$ cat src/ebwc_pkg.sv
// Constants and types of the external bus write-control block
package ebwc_pkg;
  // Register byte offsets
  localparam logic [3:0] CTRL_OFS = 4'h0;
  localparam logic [3:0] STAT_OFS = 4'h4;
  // Control field positions
  localparam int CTRL_BUS16_BIT = 0;
  localparam int CTRL_WMODE_BIT = 2;
  localparam int CTRL_DEFER_BIT = 5;
  localparam int CTRL_MULT_LSB = 8;
  // Status field positions
  localparam int STAT_BUSY_BIT = 0;
  localparam int STAT_ILL_BIT = 1;
  localparam int STAT_LASTRD_BIT = 2;
  localparam int STAT_CS_LSB = 4;
  // Reset values
  localparam logic RST_BUS16 = 1'b1;
  localparam logic RST_WMODE = 1'b1;
  localparam logic RST_DEFER = 1'b0;
  // Clock multiplier codes
  localparam logic [1:0] MULT_X1 = 2'h0;
  localparam logic [1:0] MULT_X2 = 2'h1;
  localparam logic [1:0] MULT_X4 = 2'h2;
  // Timing: one operating period equals one clk_i cycle (40 ns)
  localparam int CLK_PERIOD_NS = 40;
  localparam int DEFER_NS = 80;
  localparam int STROBE_NS = 80;
  localparam int DEFER_CYC = (DEFER_NS + CLK_PERIOD_NS - 1) / CLK_PERIOD_NS;
  localparam int STROBE_CYC = (STROBE_NS + CLK_PERIOD_NS - 1) / CLK_PERIOD_NS;
  // Bus cycle states, Gray from ST_IDLE through ST_DEFER to ST_HOLD
  typedef enum logic [2:0] {
    ST_IDLE = 3'h0,
    ST_DEFER = 3'h1,
    ST_ADDR = 3'h3,
    ST_STRB = 3'h2,
    ST_HOLD = 3'h6
  } ebwc_state_e;
endpackage : ebwc_pkg

$ cat src/ebwc_dec_if.sv
// Carrier between the bus sequencer and the strobe decoder
`timescale 1ns/100ps
interface ebwc_dec_if;
  logic std_mode;
  logic bus16;
  logic word;
  logic a0;
  logic write;
  logic active;
  logic strobe;
  logic pin_lo_n;
  logic pin_hi_n;
  logic illegal;
  modport seq (output std_mode, bus16, word, a0, write, active, strobe,
               input pin_lo_n, pin_hi_n, illegal);
  modport dec (input std_mode, bus16, word, a0, write, active, strobe,
               output pin_lo_n, pin_hi_n, illegal);
endinterface : ebwc_dec_if

$ cat src/ebwc_top.sv
// External bus write-control block with Wishbone register access
//
// Design decisions made here: register access over Wishbone and the placing of the registers.
`timescale 1ns/100ps
module ebwc_top #(
  parameter int ADDR_W = 20,
  parameter int CS_W = 3,
  parameter bit MULT_SELECTABLE = 1'b1
) (
  // Clock and reset
  input wire logic clk_i,
  input wire logic rst_i,
  // Wishbone slave
  input wire logic wb_cyc_i,
  input wire logic wb_stb_i,
  input wire logic wb_we_i,
  input wire logic [3:0] wb_adr_i,
  input wire logic [3:0] wb_sel_i,
  input wire logic [31:0] wb_dat_i,
  output logic [31:0] wb_dat_o,
  output logic wb_ack_o,
  // Core-side access request
  input wire logic req_i,
  input wire logic req_write_i,
  input wire logic req_word_i,
  input wire logic [ADDR_W-1:0] req_addr_i,
  input wire logic [CS_W-1:0] req_cs_i,
  input wire logic [15:0] req_wdata_i,
  output logic done_o,
  output logic error_o,
  output logic [15:0] rdata_o,
  // External memory pins
  output logic [ADDR_W-1:0] addr_o,
  output logic [CS_W-1:0] chip_select_out_n_o,
  output logic rd_n_o,
  output logic low_byte_write_strobe_n_o,
  output logic high_byte_enable_n_o,
  output logic [15:0] data_o,
  output logic data_oe_o,
  input wire logic [15:0] data_i,
  output logic clock_output_o
);
  initial begin
    if (ADDR_W < 2 || ADDR_W > 24) begin
      $error("ebwc_top: ADDR_W out of range");
    end
    if (CS_W < 1 || CS_W > 4) begin
      $error("ebwc_top: CS_W out of range");
    end
  end

  localparam logic [1:0] DEFER_LAST = 2'(ebwc_pkg::DEFER_CYC - 1);
  localparam logic [1:0] STROBE_LAST = 2'(ebwc_pkg::STROBE_CYC - 1);

  function automatic logic [CS_W-1:0] cs_onehot_n(input logic [CS_W-1:0] c);
    logic [CS_W-1:0] r;
    r = '1;
    r[c[$clog2(CS_W+1)-1:0] % CS_W] = 1'b0;
    return r;
  endfunction : cs_onehot_n

  function automatic logic mult_legal(input logic [1:0] code);
    if (!MULT_SELECTABLE) begin
      return code == ebwc_pkg::MULT_X1;
    end
    return code != 2'h3;
  endfunction : mult_legal

  // Control register fields and the sticky illegal-access flag
  logic bus16_q;
  logic wmode_q;
  logic defer_q;
  logic [1:0] mult_q;
  logic ill_q;
  // Bus sequencer state
  ebwc_pkg::ebwc_state_e state_q;
  ebwc_pkg::ebwc_state_e state_d;
  logic [1:0] cnt_q;
  logic cur_write_q;
  logic cur_word_q;
  logic cur_a0_q;
  logic [CS_W-1:0] cur_cs_q;
  logic [CS_W-1:0] last_cs_q;
  logic cs_valid_q;
  logic last_read_q;
  logic [15:0] sync1_q;
  logic [15:0] sync2_q;
  logic need_defer;
  logic idle_now;
  logic take;
  logic req_illegal;
  logic wb_req;
  logic wb_wr;
  logic ill_set;
  logic ill_clr;

  ebwc_dec_if dif ();

  ebwc_strobe_dec u_dec (
    .d(dif)
  );

  assign dif.std_mode = wmode_q;
  assign dif.bus16 = bus16_q;
  // Decoder sees the coming state so pins line up with chip select
  assign idle_now = state_q == ebwc_pkg::ST_IDLE;
  assign dif.word = idle_now ? req_word_i : cur_word_q;
  assign dif.a0 = idle_now ? req_addr_i[0] : cur_a0_q;
  assign dif.write = idle_now ? req_write_i : cur_write_q;
  assign dif.active = (state_d == ebwc_pkg::ST_ADDR) |
                      (state_d == ebwc_pkg::ST_STRB) |
                      (state_d == ebwc_pkg::ST_HOLD);
  assign dif.strobe = state_d == ebwc_pkg::ST_STRB;

  // Wishbone decode
  assign wb_req = wb_cyc_i & wb_stb_i & ~wb_ack_o;
  assign wb_wr = wb_req & wb_we_i;

  // Request acceptance and refusal
  assign take = req_i & ~done_o & (state_q == ebwc_pkg::ST_IDLE);
  assign req_illegal = req_word_i & req_addr_i[0];
  assign need_defer = defer_q & cs_valid_q &
                      ((req_cs_i != last_cs_q) |
                       (req_write_i & last_read_q));

  // Wishbone acknowledge, one cycle after the strobe
  always_ff @(posedge clk_i) begin
    if (rst_i) begin
      wb_ack_o <= 1'b0;
    end else begin
      wb_ack_o <= wb_req;
    end
  end

  // Control register
  always_ff @(posedge clk_i) begin
    if (rst_i) begin
      bus16_q <= ebwc_pkg::RST_BUS16;
      wmode_q <= ebwc_pkg::RST_WMODE;
      defer_q <= ebwc_pkg::RST_DEFER;
      mult_q <= ebwc_pkg::MULT_X1;
    end else if (wb_wr && wb_adr_i == ebwc_pkg::CTRL_OFS) begin
      if (wb_sel_i[0]) begin
        bus16_q <= wb_dat_i[ebwc_pkg::CTRL_BUS16_BIT];
        wmode_q <= wb_dat_i[ebwc_pkg::CTRL_WMODE_BIT];
        defer_q <= wb_dat_i[ebwc_pkg::CTRL_DEFER_BIT];
      end
      // Unsupported multiplier codes keep the old setting
      if (wb_sel_i[1] &&
          mult_legal(wb_dat_i[ebwc_pkg::CTRL_MULT_LSB +: 2])) begin
        mult_q <= wb_dat_i[ebwc_pkg::CTRL_MULT_LSB +: 2];
      end
    end
  end

  // Sticky illegal-access flag, set beats write-one clear
  assign ill_set = take & req_illegal;
  assign ill_clr = wb_wr & (wb_adr_i == ebwc_pkg::STAT_OFS) & wb_sel_i[0] &
                   wb_dat_i[ebwc_pkg::STAT_ILL_BIT];
  always_ff @(posedge clk_i) begin
    if (rst_i) begin
      ill_q <= 1'b0;
    end else if (ill_set) begin
      ill_q <= 1'b1;
    end else if (ill_clr) begin
      ill_q <= 1'b0;
    end
  end

  // Register read data
  always_ff @(posedge clk_i) begin
    if (rst_i) begin
      wb_dat_o <= 32'h0000_0000;
    end else if (wb_req && !wb_we_i) begin
      wb_dat_o <= 32'h0000_0000;
      case (wb_adr_i)
        ebwc_pkg::CTRL_OFS: begin
          wb_dat_o[ebwc_pkg::CTRL_BUS16_BIT] <= bus16_q;
          wb_dat_o[ebwc_pkg::CTRL_WMODE_BIT] <= wmode_q;
          wb_dat_o[ebwc_pkg::CTRL_DEFER_BIT] <= defer_q;
          wb_dat_o[ebwc_pkg::CTRL_MULT_LSB +: 2] <= mult_q;
        end
        ebwc_pkg::STAT_OFS: begin
          wb_dat_o[ebwc_pkg::STAT_BUSY_BIT] <=
            state_q != ebwc_pkg::ST_IDLE;
          wb_dat_o[ebwc_pkg::STAT_ILL_BIT] <= ill_q;
          wb_dat_o[ebwc_pkg::STAT_LASTRD_BIT] <= last_read_q;
          wb_dat_o[ebwc_pkg::STAT_CS_LSB +: CS_W] <= last_cs_q;
        end
        default: begin
          wb_dat_o <= 32'h0000_0000;
        end
      endcase
    end
  end

  // Sequencer next state
  always_comb begin
    state_d = state_q;
    case (state_q)
      ebwc_pkg::ST_IDLE: begin
        if (take && !req_illegal) begin
          state_d = need_defer ? ebwc_pkg::ST_DEFER : ebwc_pkg::ST_ADDR;
        end
      end
      ebwc_pkg::ST_DEFER: begin
        if (cnt_q == DEFER_LAST) begin
          state_d = ebwc_pkg::ST_ADDR;
        end
      end
      ebwc_pkg::ST_ADDR: begin
        state_d = ebwc_pkg::ST_STRB;
      end
      ebwc_pkg::ST_STRB: begin
        if (cnt_q == STROBE_LAST) begin
          state_d = ebwc_pkg::ST_HOLD;
        end
      end
      ebwc_pkg::ST_HOLD: begin
        state_d = ebwc_pkg::ST_IDLE;
      end
      default: begin
        state_d = ebwc_pkg::ST_IDLE;
      end
    endcase
  end

  always_ff @(posedge clk_i) begin
    if (rst_i) begin
      state_q <= ebwc_pkg::ST_IDLE;
    end else begin
      state_q <= state_d;
    end
  end

  // Period counter for deferral and strobe width
  always_ff @(posedge clk_i) begin
    if (rst_i) begin
      cnt_q <= 2'h0;
    end else if (state_d != state_q) begin
      cnt_q <= 2'h0;
    end else begin
      cnt_q <= cnt_q + 2'h1;
    end
  end

  // Latch the accepted request
  always_ff @(posedge clk_i) begin
    if (rst_i) begin
      cur_write_q <= 1'b0;
      cur_word_q <= 1'b0;
      cur_a0_q <= 1'b0;
      cur_cs_q <= '0;
      addr_o <= '0;
      data_o <= 16'h0000;
    end else if (take && !req_illegal) begin
      cur_write_q <= req_write_i;
      cur_word_q <= req_word_i;
      cur_a0_q <= req_addr_i[0];
      cur_cs_q <= req_cs_i;
      addr_o <= req_addr_i;
      data_o <= req_wdata_i;
    end
  end

  // History for deferred-cycle decisions
  always_ff @(posedge clk_i) begin
    if (rst_i) begin
      last_cs_q <= '0;
      cs_valid_q <= 1'b0;
      last_read_q <= 1'b0;
    end else if (state_q == ebwc_pkg::ST_HOLD) begin
      last_cs_q <= cur_cs_q;
      cs_valid_q <= 1'b1;
      last_read_q <= ~cur_write_q;
    end
  end

  // Chip select, read strobe and data drive
  always_ff @(posedge clk_i) begin
    if (rst_i) begin
      chip_select_out_n_o <= '1;
      rd_n_o <= 1'b1;
      data_oe_o <= 1'b0;
    end else begin
      chip_select_out_n_o <= (state_d == ebwc_pkg::ST_IDLE) ? '1 :
        cs_onehot_n(state_q == ebwc_pkg::ST_IDLE ? req_cs_i : cur_cs_q);
      rd_n_o <= ~(state_d == ebwc_pkg::ST_STRB && !cur_write_q);
      data_oe_o <= cur_write_q & ((state_d == ebwc_pkg::ST_STRB) |
                                  (state_d == ebwc_pkg::ST_HOLD));
    end
  end

  // Write-control pins, high outside bus cycles
  always_ff @(posedge clk_i) begin
    if (rst_i) begin
      low_byte_write_strobe_n_o <= 1'b1;
      high_byte_enable_n_o <= 1'b1;
    end else begin
      low_byte_write_strobe_n_o <= dif.pin_lo_n;
      high_byte_enable_n_o <= dif.pin_hi_n;
    end
  end

  // Read data synchroniser
  always_ff @(posedge clk_i) begin
    if (rst_i) begin
      sync1_q <= 16'h0000;
      sync2_q <= 16'h0000;
    end else begin
      sync1_q <= data_i;
      sync2_q <= sync1_q;
    end
  end

  // Completion and read data selection
  always_ff @(posedge clk_i) begin
    if (rst_i) begin
      done_o <= 1'b0;
      error_o <= 1'b0;
      rdata_o <= 16'h0000;
    end else begin
      done_o <= (state_q == ebwc_pkg::ST_HOLD) | ill_set;
      error_o <= ill_set;
      if (state_q == ebwc_pkg::ST_HOLD && !cur_write_q) begin
        if (cur_word_q) begin
          rdata_o <= sync2_q;
        end else if (bus16_q && cur_a0_q) begin
          rdata_o <= {8'h00, sync2_q[15:8]};
        end else begin
          rdata_o <= {8'h00, sync2_q[7:0]};
        end
      end
    end
  end

  // Clock output at half the operating rate
  always_ff @(posedge clk_i) begin
    if (rst_i) begin
      clock_output_o <= 1'b0;
    end else begin
      clock_output_o <= ~clock_output_o;
    end
  end
endmodule : ebwc_top

$ cat src/ebwc_strobe_dec.sv
// Write-control pin decoder for both write-control modes
`timescale 1ns/100ps
module ebwc_strobe_dec (
  ebwc_dec_if.dec d
);
  logic wr_pulse;
  assign d.illegal = d.word & d.a0;
  assign wr_pulse = d.active & d.write & d.strobe & ~d.illegal;
  always_comb begin
    if (d.std_mode) begin
      // Shared pins act as write strobe and high-byte enable
      d.pin_lo_n = ~wr_pulse;
      d.pin_hi_n = ~(d.active & ~d.illegal & (d.word | d.a0));
    end else if (d.bus16) begin
      d.pin_lo_n = ~(wr_pulse & (d.word | ~d.a0));
      d.pin_hi_n = ~(wr_pulse & (d.word | d.a0));
    end else begin
      d.pin_lo_n = ~wr_pulse;
      d.pin_hi_n = ~wr_pulse;
    end
  end
endmodule : ebwc_strobe_dec

$ cat config.mk
export PLATFORM = sky130hd
export DESIGN_NAME = ebwc_top
export DESIGN_NICKNAME = d
export VERILOG_FILES = /design/src/ebwc_pkg.sv /design/src/ebwc_dec_if.sv /design/src/ebwc_top.sv /design/src/ebwc_strobe_dec.sv
export SDC_FILE = /design/constraint.sdc
export NUM_CORES = 1
export LEC_CHECK = 0
export CAP_MARGIN = 20
export CELL_PAD_IN_SITES_DETAIL_PLACEMENT = 1
export CELL_PAD_IN_SITES_GLOBAL_PLACEMENT = 1
export CORE_MARGIN = 2
export CORE_UTILIZATION = 41
export CTS_BUF_LIST = sky130_fd_sc_hd__clkbuf_16
export CTS_CLUSTER_DIAMETER = 120
export DETAILED_ROUTE_END_ITERATION = 10
export DONT_BUFFER_PORTS = 1
export PLACE_DENSITY_LB_ADDON = 0.1
export RECOVER_POWER = 100
export SYNTH_ARGS = -nofsm -noshare
export SYNTH_HDL_FRONTEND = slang
export SYNTH_HIERARCHICAL = 1
export SYNTH_SLANG_ARGS = --single-unit
$ cat constraint.sdc
create_clock -name clk_i -period 2.4 [get_ports clk_i]
set_clock_uncertainty 0.2 [all_clocks]
set_input_delay 0.12 -clock clk_i [delete_from_list [all_inputs] [get_ports clk_i]]
set_output_delay 0.12 -clock clk_i [all_outputs]
set_load 0.03 [all_outputs]
**After elaboration in Yosys (flattened, before gate mapping)**

Cells that the tools add are included.

- Memory bits (writable): 0
- Bits in registers: 125
- Memories kept: 0
- Latch bits: 0
- Memory bits (read-only): 0
- Word-level logic and storage cells: 132
- Output and inout bits: 95

- Reductions and logical operators: 20
- Shifts and indexed selects: 0
- Mux-type cells: 26
- Bitwise gates (word level): 41
- $mul: 0
- Add/subtract/negate cells: 1
- Equal/unequal tests: 12
- Order comparisons: 2
- Div/mod/pow operators: 1

Operators with widths:

| operator | count |
|---|---|
| >= comparator 32 x 1 -> 1 bit, second input constant | 1 |
| < comparator 32 x 3 -> 1 bit, second input constant | 1 |
| remainder unit 2 x 2 -> 32 bit, second input constant | 1 |
| bitwise AND 1 bit | 22 |
| 2-to-1 mux 16 bit | 1 |
| 2-to-1 mux 1 bit | 13 |
| equality test 3 x 2 -> 1 bit, second input constant | 4 |
| one-hot mux 3 bit (4 select lines) | 1 |
| inverter 1 bit | 11 |
| 2-to-1 mux 3 bit | 3 |
| logical AND 1 bit | 8 |
| 2-to-1 mux 8 bit | 1 |
| bitwise OR 1 bit | 7 |
| equality test 3 bit, second input constant | 2 |
| logical NOT 3 bit | 2 |
| 2-to-1 mux 2 bit | 3 |
| inequality test 3 bit | 2 |
| one-hot mux 1 bit (2 select lines) | 3 |
| equality test 4 x 3 -> 1 bit, second input constant | 1 |
| logical NOT 4 bit | 1 |
| AND reduction 2 bit | 2 |
| OR reduction 2 bit | 2 |
| equality test 3 x 1 -> 1 bit, second input constant | 1 |
| logical NOT 1 bit | 3 |
| other kinds (7) | 7 |

**Longest topological paths before layout**

Gate-level depths: netlist of the first run.

- Word-level depth: 16
- Depth in mapped cells: 9
- Mapped depth without buffers: 7

**Hierarchy**

The synthesis of the first run kept the hierarchy.

Modules (own cells, without submodules):

| module | instances | area an instance (µm²) | cells each | seq. area each (µm²) |
|---|---|---|---|---|
| ebwc_top | 1 | 4898.4 | 528 | 2482.4 |
| ebwc_strobe_dec | 1 | 50.0 | 8 | 0.0 |

**Worst setup path before layout of the first run**

Ideal clock, no wire load.

- Path type: reg-to-reg
- Start: register state_q[2]
- End: register high_byte_enable_n_o
- Clock period less this slack: 2.516 ns
- Arrival: 2.193 ns
- Required time: 2.077 ns
- Slack: -0.116 ns
- Stages on the path, launching flop included: 10
- Path buffers: 3
- Library setup time: 0.123 ns
- Cells stage by stage: dfxtp_1 -> buf_4 -> or3_4 -> buf_6 -> buf_2 -> nand2_1 -> o21ai_0 -> and2_4 -> or4b_1 -> or2_2

- Elaborated cells between the ends (all ways): 32
- Classes of those cells: 6 x eq/ne; 9 x mux; 15 x bitwise; 2 x reduce/logical

RTL lines:

| element | line | text |
|---|---|---|
| start, declared | ebwc_top.sv:76 | `ebwc_pkg::ebwc_state_e state_q;` |
| start signal, assigned | ebwc_top.sv:230 | `state_q <= ebwc_pkg::ST_IDLE;` |
| start signal, assigned | ebwc_top.sv:232 | `state_q <= state_d;` |
| logical NOT 3 bit * | ebwc_top.sv:106 | `assign idle_now = state_q == ebwc_pkg::ST_IDLE;` |
| 2-to-1 mux 1 bit * | ebwc_top.sv:107 | `assign dif.word = idle_now ? req_word_i : cur_word_q;` |
| via dif.word | ebwc_dec_if.sv:6 | `logic word;` |
| bitwise AND 1 bit * | ebwc_strobe_dec.sv:7 | `assign d.illegal = d.word & d.a0;` |
| via dif.illegal | ebwc_dec_if.sv:13 | `logic illegal;` |
| inverter 1 bit * | ebwc_strobe_dec.sv:8, ebwc_strobe_dec.sv:13 |  |
| bitwise AND 1 bit | ebwc_strobe_dec.sv:8 | `assign wr_pulse = d.active & d.write & d.strobe & ~d.illegal;` |
| bitwise AND 1 bit | ebwc_strobe_dec.sv:16 | `d.pin_hi_n = ~(wr_pulse & (d.word \| d.a0));` |
| inverter 1 bit | ebwc_strobe_dec.sv:16 |  |
| 2-to-1 mux 1 bit | ebwc_strobe_dec.sv:14 | `end else if (d.bus16) begin` |
| 2-to-1 mux 1 bit * | ebwc_strobe_dec.sv:10 | `if (d.std_mode) begin` |
| via dif.pin_hi_n | ebwc_dec_if.sv:12 | `logic pin_hi_n;` |
| end signal, assigned | ebwc_top.sv:301 | `high_byte_enable_n_o <= dif.pin_hi_n;` |
| end, declared | ebwc_top.sv:37 | `output logic high_byte_enable_n_o,` |

Mark *: on every way through the listed nets, which the timed path passes. The rest lies on a longest branch.
A chain may end at the register's enable or synchronous reset.

**Worst setup path in the final report of the first run**

- Start: register state_q[1]
- End: register high_byte_enable_n_o

- Longest elaborated chain between the ends: 15
- Elaborated cells between the ends (all ways): 32
- Classes of those cells: 6 x eq/ne; 9 x mux; 15 x bitwise; 2 x reduce/logical

RTL lines:

| element | line | text |
|---|---|---|
| logical NOT 3 bit | ebwc_top.sv:120, ebwc_top.sv:200 |  |
| bitwise AND 1 bit | ebwc_top.sv:120 | `assign take = req_i & ~done_o & (state_q == ebwc_pkg::ST_IDLE);` |
| logical AND 1 bit | ebwc_top.sv:202 | `if (take && !req_illegal) begin` |
| 2-to-1 mux 3 bit | ebwc_top.sv:202 |  |
| one-hot mux 3 bit (4 select lines) * | ebwc_top.sv:200 | `case (state_q)` |
| equality test 3 x 2 -> 1 bit (on tied branches) | ebwc_top.sv:110, ebwc_top.sv:111 |  |
| bitwise OR 1 bit | ebwc_top.sv:110 | `assign dif.active = (state_d == ebwc_pkg::ST_ADDR) \|` |
| bitwise OR 1 bit * | ebwc_top.sv:111 | `(state_d == ebwc_pkg::ST_STRB) \|` |
| via dif.active | ebwc_dec_if.sv:9 | `logic active;` |
| bitwise AND 1 bit (3 in a row) | ebwc_strobe_dec.sv:8 |  |
| bitwise AND 1 bit | ebwc_strobe_dec.sv:16 |  |
| inverter 1 bit | ebwc_strobe_dec.sv:16 |  |
| 2-to-1 mux 1 bit | ebwc_strobe_dec.sv:14 |  |
| 2-to-1 mux 1 bit * | ebwc_strobe_dec.sv:10 |  |
| via dif.pin_hi_n | ebwc_dec_if.sv:12 |  |

Marks and branches as above.

==> out/results.ini, run 1 <==
[outcome]
status = complete, no violations

[critical_path]
path_max_fanout = 6
cp.required_ns = 2.50
crit_path_cell_trace = or3_4 > o31a_1 > a211oi_2 > or4b_1 > or2_2
r2r_cells = 5
critPathMaxStageDelay_ns = 0.44
start_kind = flop
critPathKind = reg -> reg
cp_data_arrival_time_ns = 2.43
crit_path_top_delay_cell = or4b_1
end_kind = flop

[cts]
cts_tree = yes
numClockSinks = 124
root_buffer = clkbuf_16
cts.path.max_buffers = 2
htree_num_levels = 4
clk_pin_slew_ns = 0.06
numCtsBuffers = 17
clk_latency_ns = 0.42
post_cts.repair.setup_buffers = 0

[min_path]
hold_class = in -> reg
hold_path_depth = 3

[synth]
synth_edf_count = 0
synth_cell_types = 48
ys_seq_area_share_pct = 50.16
syn_area_mm2 = 0.004948
synthFlopType = dfxtp_1
synth_seq_cells = 124
async_flop_share_pct = 0
synth_warnings = 6
avgSynthCellArea_um2 = 9.232
syn_inst = 536

[global_routing]
grt.total_usage_pct = 22.72
grt_pass1_vias = 4294
grt_max_degree = 108
grt_overflow_total = 0
grt_first_pass_wirelength_um = 23000
antenna_found_initial = 0

[pwr]
power_density_mw_per_mm2 = 862.0
p_total_w = 0.005612
vdd_ir_drop_max_mv = 0.5033
p_leak_nw = 2.574

[route]
wl_um = 14480
detail_route.iter0.violations = 134
first_pass_iters = 4
ant_nets = 0
drc = 0
drt-wirelength-per-cell_um = 18.80
routed_via_density = 5.479
vias = 4219

[finish]
multi_input_area_mm2 = 0.002141
drive_above_1_share_pct = 9.952
fill_cells = 1297
area_growth_pct = 31.55
final_nets = 717
antenna_cells = 0
fin_util_pct = 54.65
regArea_mm2 = 0.002482

[sta]
totalNegativeSetupSlack_ns = 0
slew_headroom_pct = 41.83
final.period_utilization_pct = 96.88
worst_slew_pin_slew_ns = 0.8646
rsz0062_at_grt = false
fmax_ghz = 0.4301
setup_viol = 0
finalHoldViolCount = 0
final_max_slew_viol_count = 0
holdWs_ns = 0.03076
post-route-min-period_ns = 2.325

[place]
io_buffers = 0
hpwl_um = 8238
place_congestion = 0.8075

[floorplanning]
dieWidth_um = 113.9
rows = 40
fp.dieH_um = 113.9
die_area_mm2 = 0.01296
boundaryPins = 198
initial_core_util_pct = 41.54
core_mm2 = 0.01191

[run]
maxCapViolations = 0

[per-stage QoR]
| step | instances | cell area [um^2] | setup slack, ns |
|---|---|---|---|
| floorplan | 559 | 5056 | 0.006968 |
| global placement | 648 | 5002 | 0.1501 |
| detailed placement | 648 | 5002 | 0.1127 |
| CTS | 769 | 6506 | 0.02101 |
| global route | 770 | 6510 | 0.01511 |
| finish | 770 | 6510 | 0.07478 |
[kinds of logic after synthesis]
| family | Yosys count | share of synthesized area [%] |
|---|---|---|
| AND/OR/NAND/NOR | 170 | 19.75 |
| AO/OA/AOI/OAI | 132 | 16.38 |
| flip-flops | 124 | 50.16 |
| buffers and inverters | 86 | 8.900 |
| multiplexers | 16 | 3.236 |
| adder cells (fa/ha/maj) | 4 | 0.9609 |
| XOR/XNOR | 3 | 0.5311 |
| other | 1 | 0.07578 |
[worst max-delay path: cells and delay by family (launching register included)]
| family | cells | cell delay, ns |
|---|---|---|
| and+or+nand+nor | 3 | 1.15 |
| AOI/OAI and AO/OA | 2 | 0.54 |
| DFF | 1 | 0.32 |
[final cells by class]
| class | instances | area share, % |
|---|---|---|
| Sequential cell | 124 | 38.13 |
| Multi-Input combinational cell | 349 | 32.88 |
| Timing Repair Buffer | 110 | 16.64 |
| Clock buffer | 17 | 6.535 |
| Tap cell | 147 | 2.825 |
| Clock inverter | 14 | 2.460 |
| Inverter | 9 | 0.5189 |
[cells in the final DEF, fill, tap and decap left out, types with 4 or more instances in the layout]
master / instances
dfxtp_1: 124
dlygate4sd3_1: 90
a21oi_1: 64
nand4_1: 42
o31ai_1: 39
nor2b_1: 34
nand2_1: 28
conb_1: 24
nor2_1: 19
nand3_1: 17
clkbuf_16: 17
mux2i_1: 16
buf_4: 13
o21ai_0: 12
inv_1: 9
inv_6: 5
a221oi_1: 4
nor3_1: 4
clkinvlp_4: 4
[per-layer routing]
metal	GRT usage, %	vias up	routed length (um)
li1	-	2022	-
met1	27.98	2043	6272
met2	37.56	135	7104
met3	7.439	19	881
met4	7.805	0	218
met5	0	-	0
[cell usage after synthesis (all sizes together) (2+ instances only)]
cell type	number	area, um^2
xnor2	3	26.28
inv	9	33.78
dfxtp	124	2482
o21ai	13	65.06
nor3	5	30.03
nor4bb	2	20.02
nand2b	2	12.51
a221oi	4	35.03
nand4	42	262.8
clkbuf	36	135.1
or2	3	18.77
nand3	17	85.08
and3	3	18.77
nand4bb	2	22.52
a31oi	2	12.51
nand3b	2	15.01
buf	41	271.5
nor2	19	71.32
mux2i	16	160.2
a211oi	2	15.01
ha	3	37.54
nor2b	35	219.0
nand2	28	105.1
a21oi	64	320.3
nor4	2	25.02
and2	2	15.02
o31ai	39	292.8
[report_power, final]
part           leakage (nW)  internal [W]  total [W]  switching [W]
Sequential             1.01       0.00217    0.00235       0.000187
Combinational          1.29      0.000290   0.000724       0.000435
Clock                 0.273       0.00154    0.00253       0.000994
Total                  2.57       0.00400    0.00561        0.00162
[registers in the layout, summed over array words and instances (netlist names), 2 cells and up]
register	count
addr_o	20
data_o	16
rdata_o	16
sync1_q	16
sync2_q	16
wb_dat_o	8
chip_select_out_n_o	3
cur_cs_q	3
last_cs_q	3
state_q	3
cnt_q	2
mult_q	2
[repair_timing]
| action | in CTS | in global routing |
|---|---|---|
| resized for setup | 0 | 7 |
| setup endpoints to repair | 0 | 4 |
| hold buffers | 90 | 2 |
| endpoints found under the hold margin | 123 | 3 |
[path summary, 6_finish.rpt]
path	slack, ns	to	start
max	0.07	high_byte_enable_n_o	state_q[1]
min	0.03	mult_q[1]	wb_cyc_i
max reg2reg	0.07	high_byte_enable_n_o	state_q[1]
min reg2reg	0.22	cnt_q[0]	cnt_q[0]
No activity file was read; power rests on OpenSTA's default activity.
==> run 2: changes to the inputs <==
==> constraint.sdc (replaced) <==
create_clock -name clk_i -period 2.4 [get_ports clk_i]
set_clock_uncertainty 0.2 [all_clocks]
set_input_delay 0.12 -clock clk_i [delete_from_list [all_inputs] [get_ports clk_i]]
set_output_delay 0.12 -clock clk_i [all_outputs]
set_load 0.05 [all_outputs]
==> out/results.ini, run 2 (synthesis results as in run 1) <==
[outcome]
status = complete, no violations

[finish]
antenna_cells = 0
drive_above_1_share_pct = 11.43
area_growth_pct = 30.92
largest_reg_flops = 20
final_common_cell = dfxtp_1
final_cell_mix = dfxtp_1 (123), dlygate4sd3_1 (86), a21oi_1 (64), nand4_1 (42), o31ai_1 (39)
regMostFlops = addr_o
fill_cells = 1302
final_nets = 715
final_cells = 768
fin_util_pct = 54.39

[critical_path]
r2r-start = state_q[2]
reg2reg_to = high_byte_enable_n_o
end_kind = flop
r2r_slack_ns = 0.06
startpoint = state_q[2]
cp_data_arrival_time_ns = 2.44
path_max_fanout = 2
critPathKind = reg -> reg
cp-endpoint = high_byte_enable_n_o
r2r_cells = 5
start_kind = flop
cp.required_ns = 2.49

[floorplanning]
dieWidth_um = 113.9
fp.dieH_um = 113.9
die_area_mm2 = 0.01296
rows = 40
core_mm2 = 0.01191
boundaryPins = 198
initial_core_util_pct = 41.54

[cts]
numClockSinks = 124
htree_num_levels = 4
clk_latency_ns = 0.41
cts_tree = yes
root_buffer = clkbuf_16
clk_pin_slew_ns = 0.06
numCtsBuffers = 17
cts.path.max_buffers = 2

[pwr]
switching_power_w = 0.001707
vdd_ir_drop_max_mv = 0.4626
sw_frac_of_total_pct = 30.62
seqPwrFrac_pct = 43.8
power_density_mw_per_mm2 = 860.5
clkPwrFrac_pct = 42.4
intPower_w = 0.003868
p_leak_nw = 2.534
comb_power_share_pct = 13.8

[sta]
setup_viol = 0
slew_headroom_pct = 60.39
totalNegativeSetupSlack_ns = 0
final_max_slew_viol_count = 0
rsz0062_at_grt = true
final.period_utilization_pct = 97.64
worst_slew_pin_slew_ns = 0.5924
final.setup.worst_slack_ns = 0.05657
post-route-min-period_ns = 2.343
finalHoldViolCount = 0
fmax_ghz = 0.4267

[place]
dp.cells = 649
place_congestion = 0.7753
hpwl_um = 8501
io_buffers = 0
place_ws_ns = 0.1334

[global_routing]
antenna_found_initial = 0
grt_pass1_vias = 4347
grt_first_pass_wirelength_um = 22890
grt_overflow_total = 0
grt_max_degree = 108
grt.total_usage_pct = 22.57

[route]
vias = 4247
routed_via_density = 5.530
wl_um = 14910
ant_nets = 0
first_pass_iters = 4
drt-wirelength-per-cell_um = 19.41
drc = 0
detail_route.iter0.violations = 306

[min_path]
hold_path_depth = 4
hold_class = in -> reg

[run]
maxCapViolations = 0

run 2: power groups by stage:
stage | clock (W) | sequential [W] | combinational [W]
after floorplan | 0 | 0.00246 | 0.000532
after global placement | 0 | 0.00248 | 0.000574
final | 0.00237 | 0.00244 | 0.000767
after global routing | 0.00250 | 0.00245 | 0.000831
after CTS | 0.00240 | 0.00244 | 0.000740
after detailed placement | 0 | 0.00249 | 0.000596
run 2: metal layers:
layer | vias up | global-route usage, % | share of wire (%)
li1 | 2025 | - | -
met1 | 2078 | 27.94 | 44
met2 | 125 | 37.52 | 50
met3 | 19 | 6.376 | 5.1
met4 | 0 | 8.455 | 1.7
met5 | - | 0 | 0
run 2: worst min path at each step:
| stage | endpoint | slack [ns] | start |
|---|---|---|---|
| global route | ill_q | 0.07 | wb_cyc_i |
| floorplan | wb_ack_o | 0.04 | wb_stb_i |
| global placement | data_o[8] | -0.002 | rst_i |
| CTS | wb_dat_o[5] | 0.01 | wb_stb_i |
| finish | wb_dat_o[0] | 0.04 | wb_stb_i |
| detailed placement | data_o[10] | 0.0003 | rst_i |
run 2: what timing repair did:
item / 4_1_cts / 5_1_grt
hold buffers: 86 / 2
hold endpoints to repair: 120 / 1
resized for setup: 0 / 5
endpoints found under the setup margin: 0 / 7
buffers inserted: 0 / 1
run 2: worst max-delay path, cell delays in order, from the launching register on:
cell and delay, ns:
dfxtp_1 0.31, or3_4 0.38, o31a_1 0.33, a211oi_2 0.26, or4b_4 0.48, or2_2 0.28
run 2: area by class of cell:
cell class / count / area, um^2 / area share (%)
Multi-Input combinational cell: 349 / 2168 / 33.47
Tap cell: 147 / 183.9 / 2.839
Inverter: 9 / 33.78 / 0.5214
Sequential cell: 124 / 2484 / 38.34
Clock inverter: 14 / 125.1 / 1.931
Clock buffer: 17 / 425.4 / 6.566
Timing Repair Buffer: 108 / 1059 / 16.34
run 2: stage by stage:
step | total power (W) | cell area, um^2 | hold slack (ns)
floorplan | 0.002994 | 5056 | 0.03831
global placement | 0.003057 | 5010 | -0.001765
detailed placement | 0.003082 | 5010 | 0.0002628
CTS | 0.005586 | 6439 | 0.01257
global route | 0.005784 | 6479 | 0.07470
finish | 0.005575 | 6479 | 0.04482
==> run 3: changes to the inputs <==
--- a/config.mk
+++ b/config.mk
@@ -8,6 +8,7 @@
 export CAP_MARGIN = 20
 export CELL_PAD_IN_SITES_DETAIL_PLACEMENT = 1
 export CELL_PAD_IN_SITES_GLOBAL_PLACEMENT = 1
+export CORE_ASPECT_RATIO = 0.8
 export CORE_MARGIN = 2
 export CORE_UTILIZATION = 41
 export CTS_BUF_LIST = sky130_fd_sc_hd__clkbuf_16
==> out/results.ini, run 3 (synthesis results as in run 1) <==
[outcome]
status = complete, no violations

[sta]
final_max_slew_viol_count = 0
holdWs_ns = 0.03148
slew_headroom_pct = 48.56
finalHoldViolCount = 0
setup_viol = 0
worst_slew_pin_slew_ns = 0.7716
rsz0062_at_grt = false
final.period_utilization_pct = 97.95
fmax_ghz = 0.4254
totalNegativeSetupSlack_ns = 0
post-route-min-period_ns = 2.351

[floorplanning]
boundaryPins = 198
die_area_mm2 = 0.01297
dieWidth_um = 126.8
fp.dieH_um = 102.3
rows = 35
core_mm2 = 0.01165
initial_core_util_pct = 42.48

[route]
detail_route.iter0.violations = 244
vias = 4268
ant_nets = 0
drc = 0
wl_um = 14810
drt-wirelength-per-cell_um = 19.21
routed_via_density = 5.536
first_pass_iters = 4

[pwr]
switching_power_w = 0.001787
comb_power_share_pct = 12.6
p_leak_nw = 2.558
power_density_mw_per_mm2 = 907.9
seqPwrFrac_pct = 41.4
sw_frac_of_total_pct = 30.31
vdd_ir_drop_max_mv = 0.5131
clkPwrFrac_pct = 46.0
intPower_w = 0.004109

[global_routing]
grt_most_used_layer = met2
grt_max_degree = 108
grtUsageMet1_pct = 28.64
grt_pass1_vias = 4490
antenna_found_initial = 0
grt_use_met2_pct = 38.63
grt_first_pass_wirelength_um = 23540
grtUsageMet3_pct = 7.120
grt_overflow_total = 0
grt.total_usage_pct = 23.08

[finish]
drive_above_1_share_pct = 10.75
area_growth_pct = 31.23
final_nets = 716
final_common_cell = dfxtp_1
regArea_mm2 = 0.002484
multi_input_area_mm2 = 0.002137
largest_reg_flops = 20
final_cell_mix = dfxtp_1 (123), dlygate4sd3_1 (85), a21oi_1 (64), nand4_1 (42), o31ai_1 (39)
fin_util_pct = 55.75
antenna_cells = 0
fill_cells = 1308
regMostFlops = addr_o

[critical_path]
end_kind = flop
cp_data_arrival_time_ns = 2.44
cp.required_ns = 2.49
r2r-start = state_q[1]
startpoint = state_q[1]
path_max_fanout = 7
start_kind = flop
critPathKind = reg -> reg

[cts]
cts_tree = yes
numClockSinks = 124
clk_pin_slew_ns = 0.06
numCtsBuffers = 17
root_buffer = clkbuf_16
htree_num_levels = 4
cts.path.max_buffers = 2
clk_latency_ns = 0.41

[place]
io_buffers = 0
place_congestion = 0.7407
hpwl_um = 8630

[min_path]
min_from = wb_cyc_i
hold_class = in -> reg

[run]
maxCapViolations = 0

[run 3: cell types whose count changed in the layout (fill, tap and decap cells not counted), moves of 2 or more]
cell	change
buf_4	-5
inv_6	+5
clkbuf_1	+4
clkinvlp_4	-4
clkbuf_2	+3
bufinv_16	+2
clkinv_2	-2
inv_1	-2
inv_8	+2
[run 3: per-layer routing]
metal,vias up,part of all wire (%),routed length [um]
li1,2024,-,-
met1,2103,44,6565
met2,126,48,7161
met3,15,6.3,939
met4,0,1.0,148
met5,-,0,0
[run 3: path summary, 6_finish.rpt]
kind | end | slack (ns) | depth (start not counted)
worst min-delay path | wb_dat_o[2] | 0.03 | 3
worst max register to register | high_byte_enable_n_o | 0.05 | 5
worst max-delay path | high_byte_enable_n_o | 0.05 | 5
worst min register to register | cnt_q[0] | 0.22 | 1
[run 3: metrics by stage]
step	cell area, um^2	instances	total power, W	setup WS (ns)
after floorplan	5056	559	0.002994	0.006968
after global placement	4996	649	0.003057	0.1356
after detailed placement	4996	649	0.003083	0.06413
after CTS	6479	765	0.005944	0.04163
after global routing	6494	771	0.006143	0.002739
final	6494	771	0.005896	0.04914
[run 3: worst max-delay path: stages, from the launching register on]
cell and delay (ns):
dfxtp_1 0.31, or3_4 0.44, o31a_1 0.34, a211oi_2 0.22, or4b_1 0.46, or2_2 0.28
[run 3: timing repair]
action,4_1_cts,5_1_grt
hold endpoints to repair,116,4
buffers inserted,0,4
hold buffers,84,4
gates resized for setup,0,3
endpoints found under the setup margin,0,9
[run 3: area by class of cell]
type / count / area share, %
Multi-Input combinational cell: 349 / 32.91
Clock buffer: 17 / 6.551
Clock inverter: 15 / 3.064
Timing Repair Buffer: 109 / 15.84
Tap cell: 148 / 2.852
Sequential cell: 124 / 38.25
Inverter: 9 / 0.5395
[run 3: power groups by stage]
stage	clock, W	sequential, W	combinational, W
2_1_floorplan	0	0.00246	0.000532
3_3_place_gp	0	0.00248	0.000575
3_5_place_dp	0	0.00249	0.000597
4_1_cts	0.00277	0.00244	0.000737
5_1_grt	0.00288	0.00245	0.000811
6_report	0.00271	0.00244	0.000745
